File: config.mk
export PLATFORM = sky130hd
export DESIGN_NAME = fdc_regs_top
export DESIGN_NICKNAME = d
export VERILOG_FILES = /design/src/rtl/fdc_pkg.sv /design/src/rtl/fdc_regs_top.sv /design/src/rtl/fdc_stall_timer.sv /design/src/rtl/fdc_hall_delay.sv
export VERILOG_INCLUDE_DIRS = /design/src /design/src/rtl
export SDC_FILE = /design/constraint.sdc
export NUM_CORES = 1
export LEC_CHECK = 0
export ABC_CLOCK_PERIOD_IN_PS = 64500
export BUFFER_PORTS_ARGS = -buffer_cell sky130_fd_sc_hd__buf_2
export CORE_ASPECT_RATIO = 1.1
export CORE_UTILIZATION = 45
export CTS_CLUSTER_SIZE = 20
export DETAILED_ROUTE_END_ITERATION = 8
export SLEW_MARGIN = 20
export SYNTH_ARGS = -nofsm -noshare
export SYNTH_HDL_FRONTEND = slang
export SYNTH_SLANG_ARGS = --single-unit
File: constraint.sdc
create_clock -name clk -period 64.5 [get_ports clk]
set_input_delay 3.225 -clock clk [delete_from_list [all_inputs] [get_ports clk]]
set_output_delay 3.225 -clock clk [all_outputs]
set_load 0.01 [all_outputs]
File: src/rtl/fdc_defs.svh
`ifndef FDC_DEFS_SVH
`define FDC_DEFS_SVH

// Register indices, byte address is four times the index
`define FDC_IDX_SOFF      6'h0e
`define FDC_IDX_LOCKCFG   6'h0f
`define FDC_IDX_FACTORY   6'h10
`define FDC_IDX_UNLOCK    6'h11
`define FDC_IDX_RSVD_A    6'h12
`define FDC_IDX_RSVD_B    6'h13
`define FDC_IDX_STATUS    6'h14

// Field positions
`define FDC_SOFF_HI       4
`define FDC_ZCL_BIT       6
`define FDC_STALL_HI      5
`define FDC_STALL_LO      4
`define FDC_DELAY_HI      3
`define FDC_FM_BIT        2
`define FDC_RSVD_HI       1

// Reset values
`define FDC_RST_SOFF      5'h1f
`define FDC_RST_ZCL       1'h1
`define FDC_RST_STALL     2'h3
`define FDC_RST_DELAY     4'h0
`define FDC_RST_FM        1'h0
`define FDC_RST_RSVD      2'h0

// Programming unlock key
`define FDC_UNLOCK_KEY    8'h28

// Timing
`define FDC_CLK_HZ        10000000
`define FDC_OFF_TIME_MS   600
`define FDC_RATIO_BASE    3
`define FDC_OFF_CYCLES    (`FDC_OFF_TIME_MS * (`FDC_CLK_HZ / 1000))
`define FDC_DEG_PER_TURN  360

// Soft angle scale in hundredths of a degree
`define FDC_ANG_MIN_CDEG  140
`define FDC_ANG_SPAN_CDEG 4360
`define FDC_ANG_STEPS     31

`endif

File: src/rtl/fdc_pkg.sv
package fdc_pkg;

    typedef struct packed {
        logic [4:0] softOffCode;
        logic       zeroCrossLockEnable;
        logic [1:0] stallRatioSelect;
        logic [3:0] hallToCurrentDelay;
    } fdc_cfg_t;

    typedef enum logic {
        STALL_RUN,
        STALL_OFF
    } fdc_stall_state_t;

endpackage : fdc_pkg

File: src/rtl/fdc_regs_top.sv
// Function
// - Five-bit soft turn-off angle at full duty, 1.4 to 45 degrees, default 31.
// - Zero-crossing phase-lock bit is only stored and read back, no logic uses it, default on.
// - Two-bit stall ratio picks 0.6s off against 1.8 to 3.6s detect.
// - Stall off-time timer also sets the overload retry interval.
// - Current zero-cross rise lags Hall rise by code degrees, one per step.
// - Soft transition angles apply only while soft switching is enabled.
`timescale 1ns/1ps
`include "fdc_defs.svh"
module fdc_regs_top #(
    parameter int OFF_CYCLES = `FDC_OFF_CYCLES,
    parameter int ADDR_W     = 8
) (
    input  wire logic              clk,
    input  wire logic              rst_n,
    input  wire logic              psel,
    input  wire logic              penable,
    input  wire logic              pwrite,
    input  wire logic [ADDR_W-1:0] paddr,
    input  wire logic [31:0]       pwdata,
    output logic      [31:0]       prdata,
    output logic                   pready,
    output logic                   pslverr,
    input  wire logic              otpLoad,
    input  wire fdc_pkg::fdc_cfg_t otpCfg,
    input  wire logic              softSwitchEnable,
    input  wire logic              hallRaw,
    input  wire logic              overloadRaw,
    output fdc_pkg::fdc_cfg_t      cfg,
    output logic                   factoryMode,
    output logic                   softOffActive,
    output logic      [12:0]       softOffAngleCdeg,
    output logic                   programUnlocked,
    output logic                   currentZeroCross,
    output logic                   driveOff,
    output logic                   stallFault
);
    ////////////////////////////////////////////////////////////////////////
    // Pin synchronisers

    logic [1:0] sync1_reg;
    logic [1:0] sync2_reg;
    logic [1:0] sync3_reg;
    logic [1:0] clean_reg;
    logic       hallPrev_reg;
    wire  [1:0] pinRaw;
    wire        hallClean;
    wire        overloadClean;
    wire        hallRisePulse;

    assign pinRaw = {overloadRaw, hallRaw};

    genvar g;
    generate
        for (g = 0; g < 2; g++) begin : gSync
            always_ff @(posedge clk or negedge rst_n) begin
                if (!rst_n) begin
                    sync1_reg[g] <= 1'b0;
                    sync2_reg[g] <= 1'b0;
                    sync3_reg[g] <= 1'b0;
                    clean_reg[g] <= 1'b0;
                end else begin
                    sync1_reg[g] <= pinRaw[g];
                    sync2_reg[g] <= sync1_reg[g];
                    sync3_reg[g] <= sync2_reg[g];
                    if (sync2_reg[g] == sync3_reg[g]) begin
                        clean_reg[g] <= sync3_reg[g];
                    end
                end
            end
        end
    endgenerate

    assign hallClean     = clean_reg[0];
    assign overloadClean = clean_reg[1];
    assign hallRisePulse = hallClean && !hallPrev_reg;

    always_ff @(posedge clk or negedge rst_n) begin
        if (!rst_n) begin
            hallPrev_reg <= 1'b0;
        end else begin
            hallPrev_reg <= hallClean;
        end
    end

    ////////////////////////////////////////////////////////////////////////
    // APB decode

    logic [1:0] rsvdLow_reg;
    wire  [5:0] regIdx;
    wire        aligned;
    wire        setupPhase;
    wire        accessDone;
    wire        wrDone;
    wire        hitSoff;
    wire        hitLockCfg;
    wire        hitFactory;
    wire        hitUnlock;
    wire        hitRsvd;
    wire        hitStatus;
    wire        mapped;
    wire [31:0] rdSoff;
    wire [31:0] rdLockCfg;
    wire [31:0] rdFactory;
    wire [31:0] rdStatus;
    wire [31:0] rdMux;

    assign regIdx     = paddr[7:2];
    assign aligned    = paddr[1:0] == 2'h0;
    assign setupPhase = psel && !penable;
    assign accessDone = psel && penable && pready;
    assign wrDone     = accessDone && pwrite && !pslverr;

    assign hitSoff    = aligned && regIdx == `FDC_IDX_SOFF;
    assign hitLockCfg = aligned && regIdx == `FDC_IDX_LOCKCFG;
    assign hitFactory = aligned && regIdx == `FDC_IDX_FACTORY;
    assign hitUnlock  = aligned && regIdx == `FDC_IDX_UNLOCK;
    assign hitRsvd    = aligned && (regIdx == `FDC_IDX_RSVD_A
                                 || regIdx == `FDC_IDX_RSVD_B);
    assign hitStatus  = aligned && regIdx == `FDC_IDX_STATUS;
    assign mapped     = hitSoff || hitLockCfg || hitFactory
                     || hitUnlock || hitRsvd || hitStatus;

    assign rdSoff    = {27'h0, cfg.softOffCode};
    assign rdLockCfg = {25'h0, cfg.zeroCrossLockEnable,
                        cfg.stallRatioSelect, cfg.hallToCurrentDelay};
    assign rdFactory = {29'h0, factoryMode, rsvdLow_reg};
    assign rdStatus  = {26'h0, softOffActive, hallClean, stallFault,
                        driveOff, factoryMode, programUnlocked};

    assign rdMux = hitSoff    ? rdSoff    :
                   hitLockCfg ? rdLockCfg :
                   hitFactory ? rdFactory :
                   hitStatus  ? rdStatus  : 32'h0;

    always_ff @(posedge clk or negedge rst_n) begin
        if (!rst_n) begin
            pready  <= 1'b0;
            pslverr <= 1'b0;
            prdata  <= 32'h0;
        end else begin
            pready  <= setupPhase;
            pslverr <= setupPhase && !mapped;
            prdata  <= (setupPhase && !pwrite) ? rdMux : 32'h0;
        end
    end

    ////////////////////////////////////////////////////////////////////////
    // Configuration registers

    fdc_pkg::fdc_cfg_t cfg_next;
    logic              fm_next;
    logic [1:0]        rsvd_next;
    logic              unlock_next;

    always_comb begin
        cfg_next = cfg;
        if (otpLoad) begin
            cfg_next = otpCfg;
        end
        if (wrDone && hitSoff) begin
            cfg_next.softOffCode = pwdata[`FDC_SOFF_HI:0];
        end
        if (wrDone && hitLockCfg) begin
            cfg_next.zeroCrossLockEnable = pwdata[`FDC_ZCL_BIT];
            cfg_next.stallRatioSelect    =
                pwdata[`FDC_STALL_HI:`FDC_STALL_LO];
            cfg_next.hallToCurrentDelay  = pwdata[`FDC_DELAY_HI:0];
        end
    end

    assign fm_next     = (wrDone && hitFactory) ? pwdata[`FDC_FM_BIT]
                                                : factoryMode;
    assign rsvd_next   = (wrDone && hitFactory) ? pwdata[`FDC_RSVD_HI:0]
                                                : rsvdLow_reg;
    assign unlock_next = (wrDone && hitUnlock)
                       ? (pwdata[7:0] == `FDC_UNLOCK_KEY) : programUnlocked;

    always_ff @(posedge clk or negedge rst_n) begin
        if (!rst_n) begin
            cfg.softOffCode         <= `FDC_RST_SOFF;
            cfg.zeroCrossLockEnable <= `FDC_RST_ZCL;
            cfg.stallRatioSelect    <= `FDC_RST_STALL;
            cfg.hallToCurrentDelay  <= `FDC_RST_DELAY;
            factoryMode             <= `FDC_RST_FM;
            rsvdLow_reg             <= `FDC_RST_RSVD;
            programUnlocked         <= 1'b0;
        end else begin
            cfg             <= cfg_next;
            factoryMode     <= fm_next;
            rsvdLow_reg     <= rsvd_next;
            programUnlocked <= unlock_next;
        end
    end

    ////////////////////////////////////////////////////////////////////////
    // Soft turn-off angle

    wire [31:0] angleWide;
    wire [12:0] angleCdeg;

    assign angleWide = `FDC_ANG_MIN_CDEG + (int'(cfg.softOffCode)
                     * `FDC_ANG_SPAN_CDEG) / `FDC_ANG_STEPS;
    assign angleCdeg = angleWide[12:0];

    always_ff @(posedge clk or negedge rst_n) begin
        if (!rst_n) begin
            softOffActive    <= 1'b0;
            softOffAngleCdeg <= 13'h0;
        end else begin
            softOffActive    <= softSwitchEnable;
            softOffAngleCdeg <= softSwitchEnable ? angleCdeg : 13'h0;
        end
    end

    ////////////////////////////////////////////////////////////////////////
    // Hall delay and stall timer

    fdc_hall_delay #(
        .CNT_W      (24)
    ) uHallDelay (
        .clk        (clk),
        .rst_n      (rst_n),
        .hallLevel  (hallClean),
        .delayCode  (cfg.hallToCurrentDelay),
        .zeroCross  (currentZeroCross)
    );

    fdc_stall_timer #(
        .OFF_CYCLES    (OFF_CYCLES),
        .CNT_W         (32)
    ) uStall (
        .clk           (clk),
        .rst_n         (rst_n),
        .motionPulse   (hallRisePulse),
        .overloadEvent (overloadClean),
        .ratioSelect   (cfg.stallRatioSelect),
        .driveOff      (driveOff),
        .lockFault     (stallFault)
    );

endmodule : fdc_regs_top

File: src/rtl/fdc_stall_timer.sv
`timescale 1ns/1ps
`include "fdc_defs.svh"
module fdc_stall_timer #(
    parameter int OFF_CYCLES = 6000000,
    parameter int CNT_W      = 32
) (
    input  wire logic       clk,
    input  wire logic       rst_n,
    input  wire logic       motionPulse,
    input  wire logic       overloadEvent,
    input  wire logic [1:0] ratioSelect,
    output logic            driveOff,
    output logic            lockFault
);
    fdc_pkg::fdc_stall_state_t state_reg;
    fdc_pkg::fdc_stall_state_t state_next;
    logic [CNT_W-1:0]          cnt_reg;
    logic [CNT_W-1:0]          cnt_next;
    logic                      fault_next;
    wire  [CNT_W-1:0]          offLimit;
    wire  [CNT_W-1:0]          detectLimit;

    assign offLimit    = CNT_W'(OFF_CYCLES - 1);
    assign detectLimit = CNT_W'(OFF_CYCLES * (`FDC_RATIO_BASE
                         + int'(ratioSelect)) - 1);

    always_comb begin
        state_next = state_reg;
        cnt_next   = cnt_reg + 1'b1;
        fault_next = lockFault;
        unique case (state_reg)
            fdc_pkg::STALL_RUN: begin
                if (overloadEvent) begin
                    state_next = fdc_pkg::STALL_OFF;
                    cnt_next   = '0;
                end else if (motionPulse) begin
                    cnt_next   = '0;
                    fault_next = 1'b0;
                end else if (cnt_reg >= detectLimit) begin
                    state_next = fdc_pkg::STALL_OFF;
                    cnt_next   = '0;
                    fault_next = 1'b1;
                end
            end
            fdc_pkg::STALL_OFF: begin
                if (cnt_reg >= offLimit) begin
                    state_next = fdc_pkg::STALL_RUN;
                    cnt_next   = '0;
                end
            end
        endcase
    end

    always_ff @(posedge clk or negedge rst_n) begin
        if (!rst_n) begin
            state_reg <= fdc_pkg::STALL_RUN;
            cnt_reg   <= '0;
            driveOff  <= 1'b0;
            lockFault <= 1'b0;
        end else begin
            state_reg <= state_next;
            cnt_reg   <= cnt_next;
            driveOff  <= (state_next == fdc_pkg::STALL_OFF);
            lockFault <= fault_next;
        end
    end
endmodule : fdc_stall_timer

File: src/rtl/fdc_hall_delay.sv
`timescale 1ns/1ps
`include "fdc_defs.svh"
module fdc_hall_delay #(
    parameter int CNT_W = 24
) (
    input  wire logic       clk,
    input  wire logic       rst_n,
    input  wire logic       hallLevel,
    input  wire logic [3:0] delayCode,
    output logic            zeroCross
);
    logic [CNT_W-1:0] period_reg;
    logic [CNT_W-1:0] periodCnt_reg;
    logic [CNT_W-1:0] wait_reg;
    logic             hallPrev_reg;
    logic             target_reg;
    logic             pend_reg;
    wire              hallEdge;
    wire              hallRise;
    wire              periodMax;
    wire  [CNT_W+3:0] scaled;
    wire  [CNT_W-1:0] delayCycles;

    assign hallEdge    = hallLevel != hallPrev_reg;
    assign hallRise    = hallEdge && hallLevel;
    assign periodMax   = &periodCnt_reg;
    assign scaled      = period_reg * delayCode;
    assign delayCycles = CNT_W'(scaled / `FDC_DEG_PER_TURN);

    always_ff @(posedge clk or negedge rst_n) begin
        if (!rst_n) begin
            period_reg    <= '0;
            periodCnt_reg <= '0;
            hallPrev_reg  <= 1'b0;
        end else begin
            hallPrev_reg <= hallLevel;
            if (hallRise) begin
                period_reg    <= periodCnt_reg;
                periodCnt_reg <= {{(CNT_W-1){1'b0}}, 1'b1};
            end else if (!periodMax) begin
                periodCnt_reg <= periodCnt_reg + 1'b1;
            end
        end
    end

    always_ff @(posedge clk or negedge rst_n) begin
        if (!rst_n) begin
            target_reg <= 1'b0;
            pend_reg   <= 1'b0;
            wait_reg   <= '0;
            zeroCross  <= 1'b0;
        end else if (hallEdge) begin
            target_reg <= hallLevel;
            pend_reg   <= 1'b1;
            wait_reg   <= '0;
        end else if (pend_reg && wait_reg >= delayCycles) begin
            zeroCross <= target_reg;
            pend_reg  <= 1'b0;
        end else if (pend_reg) begin
            wait_reg <= wait_reg + 1'b1;
        end
    end
endmodule : fdc_hall_delay

# == Word-level counts from Yosys, hierarchy flattened ==
# Index checks and enable logic that the tools add are counted.
# word_totals
mem_count,0
latch_bits,0
output_inout_bits,65
romBits,0
regBits,157
in_bits,61
ram_bits,0
word_cells,129
# op_classes
n_lt_le_gt_ge,3
n_reduce_logical,41
eq_ne,13
n_mul,3
n_shift,0
bitwise_logic,3
n_mux,28
n_div,2
addsub,6
# op_table
op,count
32-bit two-way mux,4
24-bit two-way mux,5
32-bit one-hot mux with 2 select lines,1
24-bit by 1-bit adder with 24-bit output (second input constant),2
32-bit by 1-bit adder with 32-bit output (second input constant),1
28-bit by 9-bit divider with 32-bit output (second input constant),1
32-bit by 6-bit divider with 32-bit output (second input constant),1
32-bit by 23-bit greater-or-equal comparator with 1-bit output (second input constant),1
32-bit greater-or-equal comparator,1
17-bit by 32-bit multiplier with 25-bit output (first input constant),1
32-bit by 2-bit subtractor with 32-bit output (second input constant),1
6-bit by 5-bit equality test with 1-bit output (second input constant),5
24-bit by 4-bit multiplier with 28-bit output,1
7-bit two-way mux,4
24-bit greater-or-equal comparator,1
24-bit AND reduction,1
1-bit logical AND,20
5-bit by 10-bit multiplier with 15-bit output (second input constant),1
9-bit by 13-bit adder with 13-bit output (first input constant),1
13-bit two-way mux,1
6-bit by 4-bit equality test with 1-bit output (second input constant),2
12-bit two-way mux,1
6-bit two-way mux,2
2-bit nonzero test,5
other kinds (14),35

# == Longest topological paths before layout ==
# logic_depth
word_depth,9
ltp_mapped,116
mapped_depth_nobuf,105

# == Hierarchy ==
# A second synthesis with hierarchy kept.
# unflattened
hier_cells,2484
hier_area_um2,20523.4
# by_module_without_submodules
mod,area_each_um2,seq_area_each_um2,instances,cells_each
fdc_hall_delay,13553.0,1901.8,1,1688
fdc_regs_top,4564.4,1211.2,1,541
fdc_stall_timer,2406.1,850.8,1,255

# == Worst setup path after synthesis ==
# No wires, ideal clock.
# synth_timing
kind,reg-to-reg
startpoint,reg cfg[2] (netlist name)
endpoint,reg uHallDelay.wait_reg[17]
n_path_buf,7
path_stages_with_launch,106
synth_period_minus_slack_ns,20.696
t_arrival_ns,20.577
required_ns,64.381
setup_time_ns,0.119
slack_ns,43.804
path_cell_list,dfrtp_1 clkbuf_1 and2_1 fa_1 inv_1 fa_1 inv_1 ha_1 buf_4 a21o_1 o21bai_1 a221oi_2 o21bai_1 or4_1 and4_4 a211oi_1 a21o_1 mux2_1 [... 70 more ...] a21oi_1 nor2b_1 o21ai_0 nand2b_1 a21oi_1 nor2b_1 o21ai_0 nand2b_1 a211oi_1 nand2_1 nand2_1 and3_1 and4_1 clkbuf_1 nor2b_1 nand2_1 xnor2_1 and2_1
# synth_via
elab_chain_cells,6
# synth_rtl
element,line_no,source
"start, declared",fdc_regs_top.sv:29,"output fdc_pkg::fdc_cfg_t cfg,"
"start signal, assigned",fdc_regs_top.sv:189,cfg <= cfg_next;
24-bit by 4-bit multiplier with 28-bit output,fdc_hall_delay.sv:27,assign scaled = period_reg * delayCode;
28-bit by 9-bit divider with 32-bit output (no source line),--,
24-bit greater-or-equal comparator,fdc_hall_delay.sv:56,end else if (pend_reg && wait_reg >= delayCycles) begin
1-bit logical AND,fdc_hall_delay.sv:56,
2-bit by 1-bit inequality test with 1-bit output (no source line),--,
2-bit AND reduction (no source line),--,
"end signal, assigned",fdc_hall_delay.sv:60,wait_reg <= wait_reg + 1'b1;
"end, declared",fdc_hall_delay.sv:14,logic [CNT_W-1:0] wait_reg;
# Every way passes these cells.
# A chain may end at the register's enable or synchronous reset.

# == Worst setup path in the final report ==
# layout_timing
startpoint,reg cfg[3] (netlist name)
endpoint,reg uHallDelay.wait_reg[17]
# Same word-level chain as after synthesis.

==> flow_summary.toml <==
[setup_path]
path_buf_inv = 5
worst_ep_arrival_time_ns = 26.05
crit_slowest_cell = "sky130_fd_sc_hd__dfrtp_1"
reg_to_reg_endpoint = "uHallDelay.wait_reg[17]$_DFFE_PN0P_"
path_class = "reg2reg"
crit_path_frequent_cell = "sky130_fd_sc_hd__nand2b_1"
endpoint_kind = "flop"
worst_r2r_path_depth = 98
worst_reg2reg_setup_slack_ns = 38.79
crit-reg2reg-launch = "cfg[3]$_DFFE_PN0P_"
critPathMaxStageDelay_ns = 0.88
path_max_fanout = 27
timing.critical_path.required_ns = 64.84
critical_path_source_type = "flop"
cpLargestDelayFamily = "compound AO/OA/AOI/OAI gates"

[sta]
final.setup_skew_ns = 0.0115
worst_slew_pin_slew_ns = 0.943
finalMaxSlewViolations = 0
finalWorstPathRequiredPeriod_ns = 25.71
post-route-period-util_pct = 39.9
fmaxAchievable_ghz = 0.0389
worst_slew_margin_rel_pct = 36.7
hold_violations = 0
fin_setup_tns_ns = 0
setup_viol = 0
grt_setup_unrepaired = "false"

[worst_hold_path]
hold_path_class = "reg2reg"
min_from = "sync1_reg[1]$_DFF_PN0_"
min_to = "sync2_reg[1]$_DFF_PN0_"
whs_path_depth = 0

[grt]
antenna_found_initial = 0
grt_pass1_wl_mm = 73.9
via_count_of_the_first_global_routing_pass = 15300
globalRouteOverflowTotal = 0
grt_start_max_net_pins = 90
grt_util_all_layers_pct = 22.1

[synthesis]
synth_simple_gate_area_share_pct = 24.2
synth_compound_area_share_pct = 22.1
synthArstFlopShare_pct = 100
synth_area_sq_um = 17700
synth_cell_types = 115
yosys_warnings = 0
synth_enable_flop_cells = 0
synth-seq-area-share_pct = 22.2
synth_top_family_by_area = "simple AND/OR/NAND/NOR gates"
synth_top_flop_cell = "sky130_fd_sc_hd__dfrtp_1"
syn_avg_cell_area_sq_um = 8.06
synthesis.instances = 2202
post_synth_mux_area_share_pct = 5.29
post_synth_xor_area_fraction_pct = 8.81
yosys_register_bits = 157
yosys.area_share.adder_pct = 12.0

[clocking]
post_cts_resize_count = 0
cts.repair_timing.setup_buffer_count = 0
cts-root-buf = "sky130_fd_sc_hd__clkbuf_16"
cts.htree.levels = 4
cts-buffers-inserted = 17
tritoncts_clock_tree = "done"
clock_latency_on_the_worst_skew_pair_ns = 0.45
clkSlewWorstSetupHoldPaths_ns = 0.06
hold_buffers = 0
clkSinkCount = 157
cts.path.max_buffers = 2

[die]
floorplan.die_area_sq_um = 40200
die_h_um = 210
die_w_um = 191
start_util_pct = 46.1
placeableCoreArea_sq_um = 38500
floorplan.rows = 75
design.portCount = 126

[cells_and_area]
commonest_cells_after_routing_fill_and_taps_aside = "sky130_fd_sc_hd__nand2_1 (202), sky130_fd_sc_hd__nor2_1 (198), sky130_fd_sc_hd__dfrtp_1 (149)"
fillCellCount = 3732
most_common_cell_after_layout_fill_and_taps_aside = "sky130_fd_sc_hd__nand2_1"
final_util_pct = 49.5
largest_register_ffs = 32
flow.area_growth_from_synthesis_pct = 7.36
fin_nets = 2428
layout-drive-gt1-share_pct = 11.0
antenna_cells_inserted = 0

[detailed_routing]
drt_pass_1_iters = 7
post_detailed_route_drc_marker_count = 0
final_antenna_net_count = 0
dr.first_iter.drc_count = 1059
drt-wirelength-per-cell_um = 16.0
num_vias = 15900
post_drt_via_cell_ratio = 5.80
postRouteWirelength_mm = 43.8

[run_status]
run_status = "complete, no violations"

[job]
max_cap_viols = 0

[placed_design]
portBuffers = 76
routabilityCongestion = 0.888
dpl.hpwl_mm = 33.2

[power_and_ir_drop]
power_w = 0.000371
pwr_density_cell_nw_per_um2 = 19.5
irDropWorstVdd_mv = 0.0262
power_leakage_nw = 8.46
==> synthesized netlist by cell type (57+ instances only) <==
| cell type | number | area share (%) |
|---|---|---|
| sky130_fd_sc_hd__xor2_1 | 58 | 2.9 |
| sky130_fd_sc_hd__dfrtp_1 | 149 | 21 |
| sky130_fd_sc_hd__nand2_1 | 202 | 4.3 |
| sky130_fd_sc_hd__nor2_1 | 198 | 4.2 |
| sky130_fd_sc_hd__and2_1 | 111 | 3.9 |
| sky130_fd_sc_hd__inv_1 | 106 | 2.2 |
| sky130_fd_sc_hd__clkbuf_1 | 57 | 1.2 |
| sky130_fd_sc_hd__a21oi_1 | 143 | 4.0 |
| sky130_fd_sc_hd__o21ai_0 | 93 | 2.6 |
| sky130_fd_sc_hd__ha_1 | 93 | 6.6 |
| sky130_fd_sc_hd__xnor2_1 | 113 | 5.6 |
| sky130_fd_sc_hd__nand3_1 | 80 | 2.3 |
==> stage by stage <==
stage          instances  hold slack [ns]  worst slack, ns  cell area [sq um]
6_report            2743            0.348            38.79              19000
5_1_grt             2743            0.354            36.85              19000
4_1_cts             2743            0.350            38.50              19000
3_5_place_dp        2711            0.335            38.73              18400
3_3_place_gp        2711            0.333            38.94              18400
2_1_floorplan       2229            0.331            43.80              17800
==> metal layers <==
layer / up-vias / GRT usage, % / wire length, um
met1: 7586 / 29.4 / 20700
li1: 7923 / - / -
met2: 357 / 37.4 / 21000
met4: 0 / 5.31 / 529
met5: - / 0 / 0
met3: 36 / 3.30 / 1480
==> area by class of cell <==
class	instances	area (sq um)	share of cell area, %
clock buffer	21	440	2.31
tap	500	626	3.28
multi-input combinational	1851	12900	68.0
timing repair buffer	88	477	2.50
sequential	157	3940	20.7
clock inverter	11	180	0.946
inverter	115	434	2.28
==> worst max path at each step <==
stage               slack, ns                                   to  depth (start not counted)          startpoint
finish                  38.79  uHallDelay.wait_reg[17]$_DFFE_PN0P_                         98  cfg[3]$_DFFE_PN0P_
global route            36.85  uHallDelay.wait_reg[17]$_DFFE_PN0P_                        100  cfg[3]$_DFFE_PN0P_
CTS                     38.50  uHallDelay.wait_reg[17]$_DFFE_PN0P_                         99  cfg[3]$_DFFE_PN0P_
detailed placement      38.73  uHallDelay.wait_reg[17]$_DFFE_PN0P_                        100  cfg[3]$_DFFE_PN0P_
global placement        38.94  uHallDelay.wait_reg[17]$_DFFE_PN0P_                         99  cfg[3]$_DFFE_PN0P_
floorplan               43.80  uHallDelay.wait_reg[17]$_DFFE_PN0P_                        105  cfg[2]$_DFFE_PN0P_
==> where the power goes <==
group	internal [W]	switching, W	leakage, nW
combinational	0.0000578	0.0000855	6.08
sequential	0.000108	0.00000930	2.09
clock	0.0000654	0.0000447	0.297
==> cells by family after synthesis <==
family / Yosys count
fa+ha+maj: 145
compound gates: 564
other cells: 2
buf+inv: 221
mux: 85
flops: 157
xor+xnor: 175
simple gates: 853
Note: power is estimated with default switching activity, not from simulation.
